==> src/verilog/rxc_defs.svh <==
`ifndef RXC_DEFS_SVH
`define RXC_DEFS_SVH

// ----------------------------------------------------------------
// Register indices and address width
// ----------------------------------------------------------------
`define RXC_IDX_FREQ        8'h0A
`define RXC_IDX_GAIN        8'h0B
`define RXC_IDX_THRESH      8'h0C
`define RXC_IDX_DUR         8'h0D
`define RXC_IDX_INTEG       8'h0E
`define RXC_IDX_BBCFG       8'h0F
`define RXC_IDX_SYSCTL      8'h10
`define RXC_IDX_STATUS      8'h11
`define RXC_ADDR_W          12

// ----------------------------------------------------------------
// Reset values
// ----------------------------------------------------------------
`define RXC_RST_FREQ        16'h0000
`define RXC_RST_GAIN        16'h0000
`define RXC_RST_THRESH      16'h0FA6
`define RXC_RST_DUR         16'h103E
`define RXC_RST_INTEG       16'hEE53
`define RXC_RST_BBCFG       16'h0010
`define RXC_RST_BAND        2'h2

// ----------------------------------------------------------------
// Field masks and positions
// ----------------------------------------------------------------
`define RXC_MASK_GAIN       16'h007F
`define RXC_MASK_BBCFG      16'h0FFF
`define RXC_BB_VCM          11
`define RXC_BB_SWAPQ        10
`define RXC_BB_SWAPI        9
`define RXC_BB_FILT_LO      6
`define RXC_BB_CAL_LO       1
`define RXC_BB_OSR          0
`define RXC_SYS_RST         0
`define RXC_SYS_BAND_LO     1

// ----------------------------------------------------------------
// Filter codes, gain constants, timing
// ----------------------------------------------------------------
`define RXC_FILT_WC5        3'h0
`define RXC_FILT_WC7        3'h2
`define RXC_FILT_GSM        3'h7
`define RXC_GAIN_K_WCDMA    9'h008
`define RXC_GAIN_K_GSM      9'h011
`define RXC_STEP_DB         4
`define RXC_CLK_MHZ         200
`define RXC_SRST_US         50
`define RXC_SRST_CYC        (`RXC_SRST_US * `RXC_CLK_MHZ)

`endif

==> src/verilog/rxc_pkg.sv <==
package rxc_pkg;
  typedef enum logic [1:0] {RXC_BAND_RSVD, RXC_BAND_LOW, RXC_BAND_HIGH1,
                            RXC_BAND_HIGH2} rxc_band_type;
  typedef enum logic [1:0] {RXC_FILT_WCDMA5, RXC_FILT_WCDMA7, RXC_FILT_GSM_M,
                            RXC_FILT_RESERVED} rxc_filt_type;
  typedef enum {RXC_RUN, RXC_SRST} rxc_state_type;
endpackage : rxc_pkg

==> src/verilog/rxc_regs.sv <==
// How it works
// [RULE_01] 16-bit frequency word drives receive synthesizer linearly, 0 to 3276.75 MHz.
// [RULE_02] High-band inputs see twice channel frequency; low band sees half.
// [RULE_03] 7-bit gain field sets receive gain in 1 dB steps.
// [RULE_04] Effective gain is gain minus calibration plus 8 (WCDMA) or 17 (GSM).
// [RULE_05] Software keeps gain within 12 to 102 dB at default LNA threshold.
// [RULE_06] Per-state skip bits bypass offset control without RF gain step; default 0.
// [RULE_07] Per-state offset modulator enable bits; all enabled by default.
// [RULE_08] Mixer reduction threshold in 4 dB steps, default 10.
// [RULE_09] LNA reduction threshold in 4 dB steps, default 6.
// [RULE_10] Offset ADC range per state, default 1.
// [RULE_11] State 2, 1, 0 durations default 0, 3, 14.
// [RULE_12] Integrator constants states 3..0 default 14, 14, 5, 3.
// [RULE_13] Common-mode bit: 0 gives 1.2 V, 1 gives 1.4 V.
// [RULE_14] Separate bits swap Q and I differential output legs.
// [RULE_15] Filter code 000 WCDMA5, 010 WCDMA7, 111 GSM, others reserved.
// [RULE_16] Calibration spans 0 to 31 dB; write 8 when uncalibrated.
// [RULE_17] Oversampling bit: 1 gives 4x, 0 gives 2x default.
// [RULE_18] Band select: 01 low, 10 high one default, 11 high two.
// [RULE_19] Rising soft reset bit starts 50 us reset to defaults, self clearing.
// [RULE_20] Registers write-only, whole-word replace, unassigned bits ignored.
`timescale 1ns/1ps
`include "rxc_defs.svh"

module rxc_regs
  import rxc_pkg::*;
#(
  parameter int unsigned SRST_CYC = `RXC_SRST_CYC
)
(
  // APB
  input  wire logic                   pclk,
  input  wire logic                   presetn,
  input  wire logic                   psel,
  input  wire logic                   penable,
  input  wire logic                   pwrite,
  input  wire logic [`RXC_ADDR_W-1:0] paddr,
  input  wire logic [31:0]            pwdata,
  input  wire logic [3:0]             pstrb,
  output logic                        pready,
  output logic [31:0]                 prdata,
  output logic                        pslverr,
  // Synthesizer
  output logic [15:0]                 synth_freq_word,
  output logic [15:0]                 synth_lo_div_word,
  // Band select
  output logic                        low_band_input,
  output logic                        high_band_input_one,
  output logic                        high_band_input_two,
  // Gain
  output logic [6:0]                  rx_gain,
  output logic [4:0]                  gain_cal,
  output logic [8:0]                  eff_gain,
  output logic                        lna_reduce,
  output logic                        mix_reduce,
  // Offset loop
  output logic [3:0]                  skip_mask,
  output logic [3:0]                  sdm_enable,
  output logic [3:0]                  mix_thresh,
  output logic [3:0]                  lna_thresh,
  output logic [3:0]                  offset_adc_range,
  output logic [3:0]                  state2_duration,
  output logic [3:0]                  state1_duration,
  output logic [3:0]                  state0_duration,
  output logic [3:0]                  state3_integrator,
  output logic [3:0]                  state2_integrator,
  output logic [3:0]                  state1_integrator,
  output logic [3:0]                  state0_integrator,
  output logic                        sdm_osr_4x,
  // Baseband outputs and soft reset flag
  output logic                        vcm_high,
  output logic                        swap_q,
  output logic                        swap_i,
  output logic [1:0]                  filt_mode,
  output logic                        filt_reserved,
  output logic                        chip_reset_active
);

  // ----------------------------------------------------------------
  // Register storage
  // ----------------------------------------------------------------
  logic [15:0] freq_reg,   freq_next;
  logic [15:0] gain_reg,   gain_next;
  logic [15:0] thr_reg,    thr_next;
  logic [15:0] dur_reg,    dur_next;
  logic [15:0] integ_reg,  integ_next;
  logic [15:0] bb_reg,     bb_next;
  logic [1:0]  band_reg,   band_next;
  logic        srbit_reg,  srbit_next;
  logic        ready_reg,  ready_next;
  logic        err_reg,    err_next;
  logic [31:0] rdata_reg,  rdata_next;
  logic        srst_busy;

  logic [7:0]  idx;
  logic        wr_acc;
  logic        mapped;
  logic        full_word;

  assign idx       = paddr[9:2];
  assign full_word = (pstrb[1:0] == 2'h3);
  assign mapped    = (paddr[1:0] == 2'h0) && (paddr[`RXC_ADDR_W-1:10] == '0)
                     && (idx >= `RXC_IDX_FREQ) && (idx <= `RXC_IDX_STATUS);
  // Access edge stores; pready rises on that same edge
  assign wr_acc    = psel && penable && pwrite && !ready_reg;

  rxc_soft_reset #(
    .PULSE_CYC (SRST_CYC)
  ) u_srst (
    .pclk    (pclk),
    .presetn (presetn),
    .rst_bit (srbit_reg),
    .busy    (srst_busy)
  );

  // ----------------------------------------------------------------
  // Write and bus response
  // ----------------------------------------------------------------
  always_comb
  begin
    freq_next  = freq_reg;
    gain_next  = gain_reg;
    thr_next   = thr_reg;
    dur_next   = dur_reg;
    integ_next = integ_reg;
    bb_next    = bb_reg;
    band_next  = band_reg;
    // [RULE_19] self clearing bit
    srbit_next = 1'b0;
    ready_next = psel && penable && !ready_reg;
    err_next   = 1'b0;
    rdata_next = 32'h0000_0000;
    if (psel && penable && !ready_reg)
    begin
      if (!mapped)
        err_next = 1'b1;
      else if (!pwrite)
      begin
        // Config words are write-only; only status reads back
        if (idx == `RXC_IDX_STATUS)
          rdata_next = {31'h0000_0000, srst_busy};
        else
          err_next = 1'b1;
      end
      else if (!full_word)
        err_next = 1'b1;
    end
    if (srst_busy)
    begin
      // [RULE_19] defaults restored during reset
      freq_next  = `RXC_RST_FREQ;
      gain_next  = `RXC_RST_GAIN;
      thr_next   = `RXC_RST_THRESH;
      dur_next   = `RXC_RST_DUR;
      integ_next = `RXC_RST_INTEG;
      bb_next    = `RXC_RST_BBCFG;
      band_next  = `RXC_RST_BAND;
    end
    else if (wr_acc && mapped && full_word)
    begin
      // [RULE_20] whole word replace
      case (idx)
        `RXC_IDX_FREQ:   freq_next  = pwdata[15:0];
        `RXC_IDX_GAIN:   gain_next  = pwdata[15:0] & `RXC_MASK_GAIN;
        `RXC_IDX_THRESH: thr_next   = pwdata[15:0];
        `RXC_IDX_DUR:    dur_next   = pwdata[15:0];
        `RXC_IDX_INTEG:  integ_next = pwdata[15:0];
        `RXC_IDX_BBCFG:  bb_next    = pwdata[15:0] & `RXC_MASK_BBCFG;
        `RXC_IDX_SYSCTL:
        begin
          srbit_next = pwdata[`RXC_SYS_RST];
          band_next  = pwdata[`RXC_SYS_BAND_LO +: 2];
        end
        default:
          freq_next = freq_reg;
      endcase
    end
  end

  always_ff @(posedge pclk or negedge presetn)
  begin
    if (!presetn)
    begin
      freq_reg  <= `RXC_RST_FREQ;
      gain_reg  <= `RXC_RST_GAIN;
      thr_reg   <= `RXC_RST_THRESH;
      dur_reg   <= `RXC_RST_DUR;
      integ_reg <= `RXC_RST_INTEG;
      bb_reg    <= `RXC_RST_BBCFG;
      band_reg  <= `RXC_RST_BAND;
      srbit_reg <= 1'b0;
      ready_reg <= 1'b0;
      err_reg   <= 1'b0;
      rdata_reg <= 32'h0000_0000;
    end
    else
    begin
      freq_reg  <= freq_next;
      gain_reg  <= gain_next;
      thr_reg   <= thr_next;
      dur_reg   <= dur_next;
      integ_reg <= integ_next;
      bb_reg    <= bb_next;
      band_reg  <= band_next;
      srbit_reg <= srbit_next;
      ready_reg <= ready_next;
      err_reg   <= err_next;
      rdata_reg <= rdata_next;
    end
  end

  assign pready  = ready_reg;
  assign pslverr = err_reg;
  assign prdata  = rdata_reg;

  // ----------------------------------------------------------------
  // Derived control, registered
  // ----------------------------------------------------------------
  logic [15:0] lo_next,  lo_reg;
  logic [8:0]  eg_next,  eg_reg;
  logic [2:0]  bsel_next, bsel_reg;
  logic [1:0]  fm_next,  fm_reg;
  logic        frs_next, frs_reg;
  logic        lna_next, lna_reg;
  logic        mix_next, mix_reg;
  logic        busy_reg;
  logic [2:0]  fcode;
  logic [8:0]  gain_k;
  logic [8:0]  gain_db;

  assign fcode   = bb_reg[`RXC_BB_FILT_LO +: 3];
  assign gain_db = {2'h0, gain_reg[6:0]};

  always_comb
  begin
    // [RULE_02] low band runs at half the synth rate
    lo_next = {1'b0, freq_reg[15:1]};
    // [RULE_15] filter decode
    fm_next  = RXC_FILT_RESERVED;
    frs_next = 1'b1;
    case (fcode)
      `RXC_FILT_WC5:
      begin
        fm_next  = RXC_FILT_WCDMA5;
        frs_next = 1'b0;
      end
      `RXC_FILT_WC7:
      begin
        fm_next  = RXC_FILT_WCDMA7;
        frs_next = 1'b0;
      end
      `RXC_FILT_GSM:
      begin
        fm_next  = RXC_FILT_GSM_M;
        frs_next = 1'b0;
      end
      default:
        frs_next = 1'b1;
    endcase
    // [RULE_04] gain offset by filter family
    gain_k  = (fcode == `RXC_FILT_GSM) ? `RXC_GAIN_K_GSM : `RXC_GAIN_K_WCDMA;
    eg_next = gain_db - {4'h0, bb_reg[`RXC_BB_CAL_LO +: 5]} + gain_k;
    // [RULE_08] mixer reduction at threshold
    mix_next = gain_db >= 9'(thr_reg[7:4] * `RXC_STEP_DB);
    // [RULE_09] LNA reduction at threshold
    lna_next = gain_db >= 9'(thr_reg[3:0] * `RXC_STEP_DB);
    // [RULE_18] band path decode
    case (rxc_band_type'(band_reg))
      RXC_BAND_LOW:   bsel_next = 3'h1;
      RXC_BAND_HIGH1: bsel_next = 3'h2;
      RXC_BAND_HIGH2: bsel_next = 3'h4;
      default:        bsel_next = 3'h0;
    endcase
  end

  always_ff @(posedge pclk or negedge presetn)
  begin
    if (!presetn)
    begin
      lo_reg   <= 16'h0000;
      eg_reg   <= 9'h000;
      bsel_reg <= 3'h2;
      fm_reg   <= RXC_FILT_WCDMA5;
      frs_reg  <= 1'b0;
      lna_reg  <= 1'b0;
      mix_reg  <= 1'b0;
      busy_reg <= 1'b0;
    end
    else
    begin
      lo_reg   <= lo_next;
      eg_reg   <= eg_next;
      bsel_reg <= bsel_next;
      fm_reg   <= fm_next;
      frs_reg  <= frs_next;
      lna_reg  <= lna_next;
      mix_reg  <= mix_next;
      busy_reg <= srst_busy;
    end
  end

  // ----------------------------------------------------------------
  // Output fields
  // ----------------------------------------------------------------
  // [RULE_01] linear frequency word
  assign synth_freq_word     = freq_reg;
  assign synth_lo_div_word   = lo_reg;
  assign low_band_input      = bsel_reg[0];
  assign high_band_input_one = bsel_reg[1];
  assign high_band_input_two = bsel_reg[2];
  // [RULE_03] raw gain code
  assign rx_gain             = gain_reg[6:0];
  // [RULE_16] calibration passed through
  assign gain_cal            = bb_reg[`RXC_BB_CAL_LO +: 5];
  assign eff_gain            = eg_reg;
  assign lna_reduce          = lna_reg;
  assign mix_reduce          = mix_reg;
  // [RULE_06] skip mask
  assign skip_mask           = thr_reg[15:12];
  // [RULE_07] modulator enables
  assign sdm_enable          = thr_reg[11:8];
  assign mix_thresh          = thr_reg[7:4];
  assign lna_thresh          = thr_reg[3:0];
  // [RULE_10] ADC range
  assign offset_adc_range    = dur_reg[15:12];
  // [RULE_11] state durations
  assign state2_duration     = dur_reg[11:8];
  assign state1_duration     = dur_reg[7:4];
  assign state0_duration     = dur_reg[3:0];
  // [RULE_12] integrator constants
  assign state3_integrator   = integ_reg[15:12];
  assign state2_integrator   = integ_reg[11:8];
  assign state1_integrator   = integ_reg[7:4];
  assign state0_integrator   = integ_reg[3:0];
  // [RULE_17] oversampling select
  assign sdm_osr_4x          = bb_reg[`RXC_BB_OSR];
  // [RULE_13] common mode select
  assign vcm_high            = bb_reg[`RXC_BB_VCM];
  // [RULE_14] leg swaps
  assign swap_q              = bb_reg[`RXC_BB_SWAPQ];
  assign swap_i              = bb_reg[`RXC_BB_SWAPI];
  assign filt_mode           = fm_reg;
  assign filt_reserved       = frs_reg;
  assign chip_reset_active   = busy_reg;
endmodule : rxc_regs

==> src/verilog/rxc_soft_reset.sv <==
`timescale 1ns/1ps
`include "rxc_defs.svh"

module rxc_soft_reset
  import rxc_pkg::*;
#(
  parameter int unsigned PULSE_CYC = `RXC_SRST_CYC
)
(
  // Clock and reset
  input  wire logic pclk,
  input  wire logic presetn,
  // Control
  input  wire logic rst_bit,
  output logic      busy
);

  rxc_state_type state_reg;
  rxc_state_type state_next;
  logic [15:0]   cnt_reg;
  logic [15:0]   cnt_next;
  logic          bit_reg;
  logic          bit_next;

  // [RULE_19] rising edge starts pulse
  always_comb
  begin
    state_next = state_reg;
    cnt_next   = cnt_reg;
    bit_next   = rst_bit;
    case (state_reg)
      RXC_RUN:
      begin
        if (rst_bit && !bit_reg)
        begin
          state_next = RXC_SRST;
          cnt_next   = 16'(PULSE_CYC - 1);
        end
      end
      RXC_SRST:
      begin
        if (cnt_reg == 16'h0000)
          state_next = RXC_RUN;
        else
          cnt_next = cnt_reg - 16'h0001;
      end
      default:
        state_next = RXC_RUN;
    endcase
  end

  always_ff @(posedge pclk or negedge presetn)
  begin
    if (!presetn)
    begin
      state_reg <= RXC_RUN;
      cnt_reg   <= 16'h0000;
      bit_reg   <= 1'b0;
    end
    else
    begin
      state_reg <= state_next;
      cnt_reg   <= cnt_next;
      bit_reg   <= bit_next;
    end
  end

  assign busy = (state_reg == RXC_SRST);
endmodule : rxc_soft_reset
==> config.mk <==
export PLATFORM = sky130hd
export DESIGN_NAME = rxc_regs
export DESIGN_NICKNAME = d
export VERILOG_FILES = /design/src/verilog/rxc_pkg.sv /design/src/verilog/rxc_regs.sv /design/src/verilog/rxc_soft_reset.sv
export VERILOG_INCLUDE_DIRS = /design/src /design/src/verilog
export SDC_FILE = /design/constraint.sdc
export NUM_CORES = 1
export LEC_CHECK = 0
export ABC_CLOCK_PERIOD_IN_PS = 8300
export BUFFER_PORTS_ARGS = -buffer_cell sky130_fd_sc_hd__buf_2
export CORE_MARGIN = 8
export CORE_UTILIZATION = 45
export DETAILED_ROUTE_END_ITERATION = 10
export HOLD_SLACK_MARGIN = 0.03
export PLACE_DENSITY = 0.8
export SETUP_SLACK_MARGIN = 0.05
export SYNTH_ARGS = -nofsm -noshare
export SYNTH_HDL_FRONTEND = slang
export SYNTH_HIERARCHICAL = 1
export SYNTH_SLANG_ARGS = --single-unit
==> constraint.sdc <==
create_clock -name pclk -period 8.3 [get_ports pclk]
set_input_delay 1.66 -clock pclk [delete_from_list [all_inputs] [get_ports pclk]]
set_output_delay 1.66 -clock pclk [all_outputs]
set_load 0.005 [all_outputs]
# == Word level (Yosys, flattened, before mapping) ==
# Cells that the tools add are included.
# classes
n_eq_ne,19
muxes,43
mul,0
shifts,0
addsub,3
div_mod_pow,0
reduce_logical,36
magnitude_cmp,4
bitwise,0
# op_table
operator,n
$mux 16,14
$mux 32,4
$pmux 32 s2,1
$eq 8x4->1 const B,6
$mux 12,3
$eq 32x1->1 const B,1
$eq 32x2->1 const B,1
$logic_not 32->1,1
$pmux 16 s2,1
$mux 7,3
$reduce_bool 2->1,9
$eq 8x5->1 const B,2
$logic_not 16->1,1
$reduce_and 2->1,8
$sub 16x1->16 const B,1
$ge 7x6->1,2
$mux 1,11
$logic_and 1x1->1,10
$add 8x6->9,1
$pmux 3 s3,1
$ge 8x4->1 const B,1
$le 8x5->1 const B,1
$sub 7x5->8,1
$eq 2x2->1 const B,3
other kinds (13),18
# word_totals
elab_cells,127
ramBits,0
mem_bits_ro,0
input_bits,53
ff_bits,202
memories,0
latchBits,0
out_inout_bits,148

# == Longest topological paths before layout ==
# Gate-level depths: netlist of run 1.
# depth
depth_word,8
depth_mapped,14
ltp_nobuf,14

# == By module ==
# Netlist of run 1, hierarchy kept.
# modules_own_cells
mod,area_each_um2,seq_area_each_um2,cells_per_inst,n_inst
rxc_regs,5970.7,3086.7,561,1
rxc_soft_reset,962.2,450.4,92,1

# == Worst setup path before layout of run 1 ==
# Ideal clock, no wire load.
# synth_timing
path_type,input to register
startpoint,input port paddr[3]
endpoint,"register freq_reg[1], in the netlist synth_freq_word[1]"
required_ps,8171
path_slack_ps,5076
stages,7
n_path_buf,2
setup_ps,129
t_arrival_ps,3095
path_cell_list,buf_6 -> nor4b_4 -> a21o_2 -> or4b_4 -> clkbuf_1 -> o21ai_0 -> o21ai_0
# synth_between
elab_chain_cells,7
elab_cells_between_ends,10
cone_classes,order compare: 2; eq/ne: 1; reduce/logical: 7
# synth_rtl
element,line,rtl
start: declaration,rxc_regs.sv:37,"input wire logic [`RXC_ADDR_W-1:0] paddr,"
$ge 8x4->1 (no line),-,
$logic_and 1x1->1 (2 in a row),rxc_regs.sv:102,assign mapped = (paddr[1:0] == 2'h0) && (paddr[`RXC_ADDR_W-1:10] == '0)
$logic_and 1x1->1 (2 in a row),rxc_regs.sv:159,else if (wr_acc && mapped && full_word)
$reduce_bool 2->1 (no line),-,
$reduce_and 2->1 (no line) *,-,
end signal: assignment,rxc_regs.sv:184,freq_reg <= `RXC_RST_FREQ;
end signal: assignment,rxc_regs.sv:198,freq_reg <= freq_next;
end: declaration,rxc_regs.sv:82,"logic [15:0] freq_reg, freq_next;"
# Mark *: on every way between the ends. The rest lies on a longest branch, timed or not.
# A chain may end at the register's enable or synchronous reset.

# == Worst setup path in the final report of run 1 ==
# layout_timing
startpoint,input port paddr[1]
endpoint,register dur_reg[15]
# layout_between
elab_chain_cells,8
# layout_rtl
element,line,rtl
$logic_not 2->1,rxc_regs.sv:102,
$logic_and 1x1->1 (3 in a row),rxc_regs.sv:102,
$logic_and 1x1->1 (2 in a row),rxc_regs.sv:159,
$reduce_bool 2->1 (no line),-,
$reduce_and 2->1 (no line),-,
end signal: assignment,rxc_regs.sv:187,dur_reg <= `RXC_RST_DUR;
end signal: assignment,rxc_regs.sv:201,dur_reg <= dur_next;
end: declaration,rxc_regs.sv:85,"logic [15:0] dur_reg, dur_next;"
# Every way passes these cells.

==> summary.txt, run 1 <==
Clock tree
  • Clock Latency Late Sink: around 0.43 ns
  • Postcts setup bufs: 0
  • Clk buf depth: 2
  • Hold-fix buffers at CTS: 0
  • # H-tree levels: 4
  • CTS resizes: 0
  • CTS clock-pin slew for the worst setup and hold paths: about 0.06 ns
  • Clock sinks: 140
  • CTS Buf Count: 17
  • TritonCTS clock tree: built
  • Root Buffer: clkbuf_16

Cells and area
  • Nets: approximately 860
  • N_diodes: 0
  • Fin area: 8270 um^2
  • Layout cell share with drive strength beyond 1: 28.8%
  • Synth-to-layout area growth: 19.2%
  • Area of the multi-input gates: ~3000 um^2
  • Register area: ~3500 um^2
  • Fillers: around 1,300

Placed design
  • Number of port buffers: 150
  • GPL Wtd Cong: just over 0.8
  • Placed inst area: ~7600 um^2
  • Pre-CTS setup slack: between 4 and 5 ns
  • Detail Placement HPWL: between 10,000 and 15,000 um

Timing
  • Sum of negative setup slack: 0 ns
  • Post-route clock period utilization: a little over two fifths
  • Slew @ Worst Pin: 1.01 ns
  • Fmax: between 200 and 300 MHz
  • Max Slew Vio Count: 0
  • Setup-failing EPs final: 0
  • Unrepaired setup endpoints after global routing: no
  • Clk_skew: 0.0122 ns
  • Setup ws final: 4.76 ns
  • Worst relative slew slack: 32.6%
  • Hold Fails Final Rpt: 0
  • Final Critical Period: around 3.5 ns

Synthesis
  • Most area-hungry cell type in the Yosys netlist: dfrtp_1
  • Post-Synth XOR/XNOR Area: under 10%
  • Asr flop ratio synth: between 90% and 100%
  • Flops & latches, synth: 140
  • Ranking of synthesized cells by area: dfrtp_1, dfstp_2, mux2i_1
  • Post-synthesis sequential area ratio: 51.0%
  • EDFF count, synth: 0
  • Synth Area in Compound Gates: between 10% and 20%
  • Mapped Avg Cell Area: about 11 um^2
  • Gate count after technology mapping: around 650
  • Proportion of synthesized area in mux cells: 8.27%
  • Synth cell types: 66
  • Post-Synth Adder-Cell Area: between 3 and 4%
  • Area fraction of the dominant cell type after synthesis: between 40% and 50%
  • Largest family of logic cells by synthesized area: simple AND/OR/NAND/NOR gates
  • Simple-gate share of the synthesized area: a little under a fifth
  • Syn. warnings: 6
  • Cell Area, Synth: between 6000 and 7000 um^2
  • Ys flop type: dfrtp_1

Status
  • Status: finished, final reports clean

Pwr
  • Leakage: about 4.3 nW
  • Max VDD drop: approximately 0.16 mV
  • P per Cell Area: roughly 190 nW/um^2

Drt
  • Final wirelength: around 18,000 um
  • Total vias in the final route: 5,211
  • DRT iter0 DRCs: between 300 and 400
  • Post-route ant nets: 0
  • Drt drc: 0
  • Initial DRT Pass Iterations: 5
  • Vias/cell: about 5.3
  • WL/cell: between 15 and 20 um

GRT
  • Initial antenna violation count: 1
  • Global Route Usage Sum: between 15 and 20%
  • GR Overflow Total: 0
  • Pin count of the biggest net entering global routing: ~80
  • First-pass GRT wire length: between 20,000 and 30,000 um
  • Vias in the first global route: approximately 5,300

Setup path
  • Critical path type: input port to flop
  • CP Capture Type: flop
  • Startpoint types: input port
  • CP Max Fanout: 14
  • Crit path DAT: 3.82 ns
  • Critical Path RT: 8.59 ns

Floorplanning
  • Initial Utilization: 45.8%
  • Std-Cell Rows: 45
  • Die W: 140 um
  • CORE AREA: between 15,000 and 20,000 um^2
  • Io pins: about 200
  • Die Y: between 100 and 150 um
  • Die area: 19,600 um^2

Worst hold path
  • Hold/Removal Path Class: flop to flop

Run
  • Max-Cap Viols: 0
==> worst paths after layout <==
kind / slack, ns / end / from / depth (start not counted)
min in group asynchronous: 1.21 / thr_reg[3]$_DFFE_PN0P_ / presetn / 1
worst max-delay path: 4.76 / dur_reg[15]$_DFFE_PN0P_ / paddr[1] / 6
worst max register to register: 5.16 / eff_gain[7]$_DFF_PN0_ / gain_reg[0]$_DFFE_PN0P_ / 12
worst min register to register: 0.39 / u_srst/bit_reg$_DFF_PN0_ / srbit_reg$_DFF_PN0_ / 0
max in group asynchronous: 5.56 / u_srst/state_reg[0]$_DFFE_PN0P_ / presetn / 2
worst min-delay path: 0.39 / u_srst/bit_reg$_DFF_PN0_ / srbit_reg$_DFF_PN0_ / 0
==> through the flow <==
stage,instances,total power [mW],util [%],hold WS (ns)
after floorplan,684,0.723,-,0.360
after global placement,955,0.743,50.4,0.367
after detailed placement,955,0.743,50.4,0.376
after CTS,987,1.54,54.6,0.391
after global routing,987,1.58,54.6,0.401
final,987,1.53,54.6,0.389
==> kinds of logic after synthesis <==
kind of cell	after synthesis
DFF	140
muxes	57
xor gates and xnor gates	8
adders and majority gates	19
other	1
and+or+nand+nor	223
buffers and inverters	92
AOI/OAI and AO/OA	113
==> where the power goes <==
part | internal, mW | switching, mW
logic | 0.0112 | 0.0365
clock network | 0.498 | 0.299
registers | 0.684 | 0.000214
==> cell usage in the layout (no fill, tap or decap), types with 5 or more instances in the layout <==
| master | count |
|---|---|
| buf_2 | 149 |
| dfrtp_1 | 112 |
| nor2_1 | 56 |
| mux2i_1 | 55 |
| o21ai_0 | 50 |
| nand2b_1 | 43 |
| nor2b_1 | 32 |
| conb_1 | 32 |
| dfstp_2 | 27 |
| o21ai_1 | 24 |
| inv_1 | 23 |
| clkbuf_16 | 20 |
| nand2_1 | 18 |
| ha_1 | 18 |
| nand3_1 | 11 |
| o31ai_1 | 9 |
| nor3_1 | 8 |
| or3_1 | 7 |
| and2_1 | 6 |
| xor2_1 | 5 |
| a211o_1 | 5 |
==> critical path: stages <==
cell	delay (ns)
buf_2	0.10
nor4_2	0.41
and3_1	0.27
nand4_2	0.43
or3_1	0.74
mux2i_1	0.21
==> layout make-up <==
cell class | instances | share of cell area [%]
multi-input cells | 452 | 36.3
flip-flops and latches | 140 | 42.8
repair buffers | 152 | 9.34
inverters | 23 | 1.04
clock buffers | 21 | 6.10
well taps | 188 | 2.85
clock inverters | 11 | 1.56
==> cell usage after synthesis (2+ instances only) <==
library cell    n
a211o_1         5
a211oi_1        2
a21o_1          4
a21oi_1         4
and2_1          6
and3_1          4
and4_1          2
buf_2           6
buf_4          37
buf_6           3
clkbuf_1       22
dfrtp_1       113
dfstp_2        27
ha_1           18
inv_1          23
mux2_2          2
mux2i_1        55
nand2_1        18
nand2b_1       43
nand3_1        11
nand3b_1        3
nand4_1         3
nor2_1         56
nor2b_1        32
nor3_1          8
nor3b_1         3
nor4_1          4
nor4_2          2
o2111a_1        2
o211ai_1        2
o21ai_0        50
o21ai_1        24
o31ai_1         9
or2_2           2
or3_1           7
or3b_2          2
or4_1           4
xnor2_1         3
xor2_1          5
==> per-layer routing <==
metal / track usage [%] / wire length [um]
met1: 23.2 / 7790
met2: 28.7 / 8260
met3: 6.46 / 1430
met4: 7.89 / 311
met5: 0 / 8
Power figures use the tool's default switching activity.
==> run 2, diff against run 1 <==
--- a/config.mk
+++ b/config.mk
@@ -6,7 +6,7 @@
 export SDC_FILE = /design/constraint.sdc
 export NUM_CORES = 1
 export LEC_CHECK = 0
-export ABC_CLOCK_PERIOD_IN_PS = 8300
+export ABC_CLOCK_PERIOD_IN_PS = 3710
 export BUFFER_PORTS_ARGS = -buffer_cell sky130_fd_sc_hd__buf_2
 export CORE_MARGIN = 8
 export CORE_UTILIZATION = 45
==> constraint.sdc (replaced) <==
create_clock -name pclk -period 3.71 [get_ports pclk]
set_input_delay 0.742 -clock pclk [delete_from_list [all_inputs] [get_ports pclk]]
set_output_delay 0.742 -clock pclk [all_outputs]
set_load 0.005 [all_outputs]
==> run 2 against run 1 <==
Compared with the run above:
- worst hold slack lost 0.012 ns
- power grew 120%
- clock skew shrank 0.0039 ns
- sequential share of layout area is essentially flat
- via count shrank 1.1%
- setup slack lost 4.1 ns
- critical endpoint is now eff_gain[6]$_DFF_PN0_
- flip-flop and latch count is the same
- wire length grew 0.26%
- count of clock-buffer cells in the layout is the same
- sequential power grew 120%
- cell count grew 0.30%
- critical path depth grew 7
==> summary.txt, run 2 (synthesis gave the netlist of run 1 again) <==
Setup path
  • CP Max Fanout: 4
  • CP Capture Type: flop
  • Critical path type: flop to flop
  • Critical Path RT: approximately 4 ns
  • Startpoint types: flop
  • Crit path DAT: roughly 3.4 ns

Timing
  • Hold Fails Final Rpt: 0
  • Fmax: 323 MHz
  • Setup ws final: approximately 0.62 ns
  • Max Slew Vio Count: 0
  • Worst relative slew slack: between 50% and 60%
  • Setup-failing EPs final: 0
  • Post-route clock period utilization: about 83%
  • Clk_skew: roughly 0.0083 ns
  • Sum of negative setup slack: 0 ns
  • Final Critical Period: about 3.1 ns
  • Slew @ Worst Pin: 0.740 ns
  • Unrepaired setup endpoints after global routing: no

Clock tree
  • Clock sinks: 140
  • CTS resizes: 0
  • Hold-fix buffers at CTS: 0
  • Postcts setup bufs: 0
  • CTS Buf Count: 17
  • CTS clock-pin slew for the worst setup and hold paths: roughly 0.06 ns
  • Clk buf depth: 2
  • TritonCTS clock tree: built
  • Root Buffer: clkbuf_16
  • Clock Latency Late Sink: 0.42 ns
  • # H-tree levels: 4

Drt
  • Post-route ant nets: 0
  • Total vias in the final route: approximately 5,200
  • Vias/cell: 5.21
  • DRT iter0 DRCs: 350
  • Final wirelength: between 15,000 and 20,000 um
  • WL/cell: approximately 18 um
  • Initial DRT Pass Iterations: 4
  • Drt drc: 0

Cells and area
  • Nets: about 860
  • Fillers: around 1,300
  • Most common cell after layout, fill and taps aside: buf_2
  • N_diodes: 0
  • Area of the multi-input gates: ~3000 um^2
  • Register area: roughly 3500 um^2
  • Synth-to-layout area growth: 19.3%
  • Most frequent cells in the layout: buf_2, dfrtp_1, nor2_1
  • Layout cell share with drive strength beyond 1: between 20% and 30%
  • Layout Cells excl Fill: 990
  • Final core occ: 54.6%
  • Fin area: about 8300 um^2

GRT
  • Initial antenna violation count: 0
  • First-pass GRT wire length: slightly below 30,000 um
  • GR Overflow Total: 0
  • Pin count of the biggest net entering global routing: between 80 and 90
  • Vias in the first global route: 5,366
  • Global Route Usage Sum: between 10% and 20%

Floorplanning
  • Initial Utilization: roughly 46%
  • Std-Cell Rows: 45
  • Io pins: between 200 and 250
  • CORE AREA: 15,100 um^2
  • Die area: about 20,000 um^2
  • Die Y: around 140 um
  • Die W: between 100 and 150 um

Run
  • Max-Cap Viols: 0

Placed design
  • Placed inst area: 7670 um^2
  • # placed instances: between 900 and 1,000
  • Pre-CTS setup slack: 0.631 ns
  • Number of port buffers: 150
  • Detail Placement HPWL: about 13,000 um
  • GPL Wtd Cong: approximately 0.83

Pwr
  • P per Cell Area: 407 nW/um^2
  • Leakage: roughly 4.3 nW
  • Max VDD drop: approximately 0.31 mV

Worst hold path
  • Hold/Removal Path Class: input port to async pin

Status
  • Status: finished, final reports clean
==> run 2: cell types whose count changed in the layout (fill, tap and decap cells not counted), sizes merged <==
| cell | delta |
|---|---|
| clkinv | +1 |
| bufinv | +1 |
| inv | -2 |
| buf | +3 |
==> run 2: report_power, final <==
| group | internal, mW | switching, mW | total (mW) |
|---|---|---|---|
| clock network | 1.09 | 0.638 | 1.73 |
| registers | 1.53 | 0.000509 | 1.53 |
| logic | 0.0264 | 0.0815 | 0.108 |
==> run 2: final timing paths <==
kind                                                  from                         endpoint  slack (ns)  depth (start not counted)
hold reg to reg            synth_freq_word[12]$_DFFE_PN0P_  synth_lo_div_word[11]$_DFF_PN0_        0.39                          0
setup / recovery                   gain_reg[0]$_DFFE_PN0P_            eff_gain[6]$_DFF_PN0_        0.62                         13
max in group asynchronous                          presetn            bb_reg[4]$_DFFE_PN1P_        2.53                          2
setup reg to reg                   gain_reg[0]$_DFFE_PN0P_            eff_gain[6]$_DFF_PN0_        0.62                         13
hold / removal                                     presetn           thr_reg[3]$_DFFE_PN0P_        0.38                          1
min in group pclk          synth_freq_word[12]$_DFFE_PN0P_  synth_lo_div_word[11]$_DFF_PN0_        0.39                          0
==> run 2: cell type report <==
cell class / count / share of cell area, %
flip-flops and latches: 140 / 42.8
multi-input cells: 452 / 36.2
repair buffers: 155 / 9.76
clock buffers: 21 / 5.57
well taps: 188 / 2.84
clock inverters: 11 / 1.72
inverters: 23 / 1.04
==> run 2: layer usage <==
| metal | global-route usage (%) | wire, um |
|---|---|---|
| met5 | 0 | 0 |
| met4 | 6.91 | 259 |
| met1 | 23.0 | 7930 |
| met3 | 6.63 | 1280 |
| met2 | 29.7 | 8370 |
==> run 2: critical path, stage by stage, from the launching register on <==
cell and delay, ns:
dfrtp_1 0.40, inv_1 0.10, ha_1 0.17, inv_1 0.06
fa_1 0.43, a211o_1 0.33, and2_1 0.18, nor2_1 0.13
ha_1 0.28, a21oi_1 0.19, a21bo_2 0.28, o311ai_0 0.11
o2111ai_1 0.16, o2111a_1 0.17
==> run 2: per-stage QoR <==
step	total power [mW]	hold WS, ns
finish	3.37	0.377
global route	3.49	0.415
CTS	3.40	0.391
detailed placement	1.66	0.385
global placement	1.66	0.384
floorplan	1.62	0.360
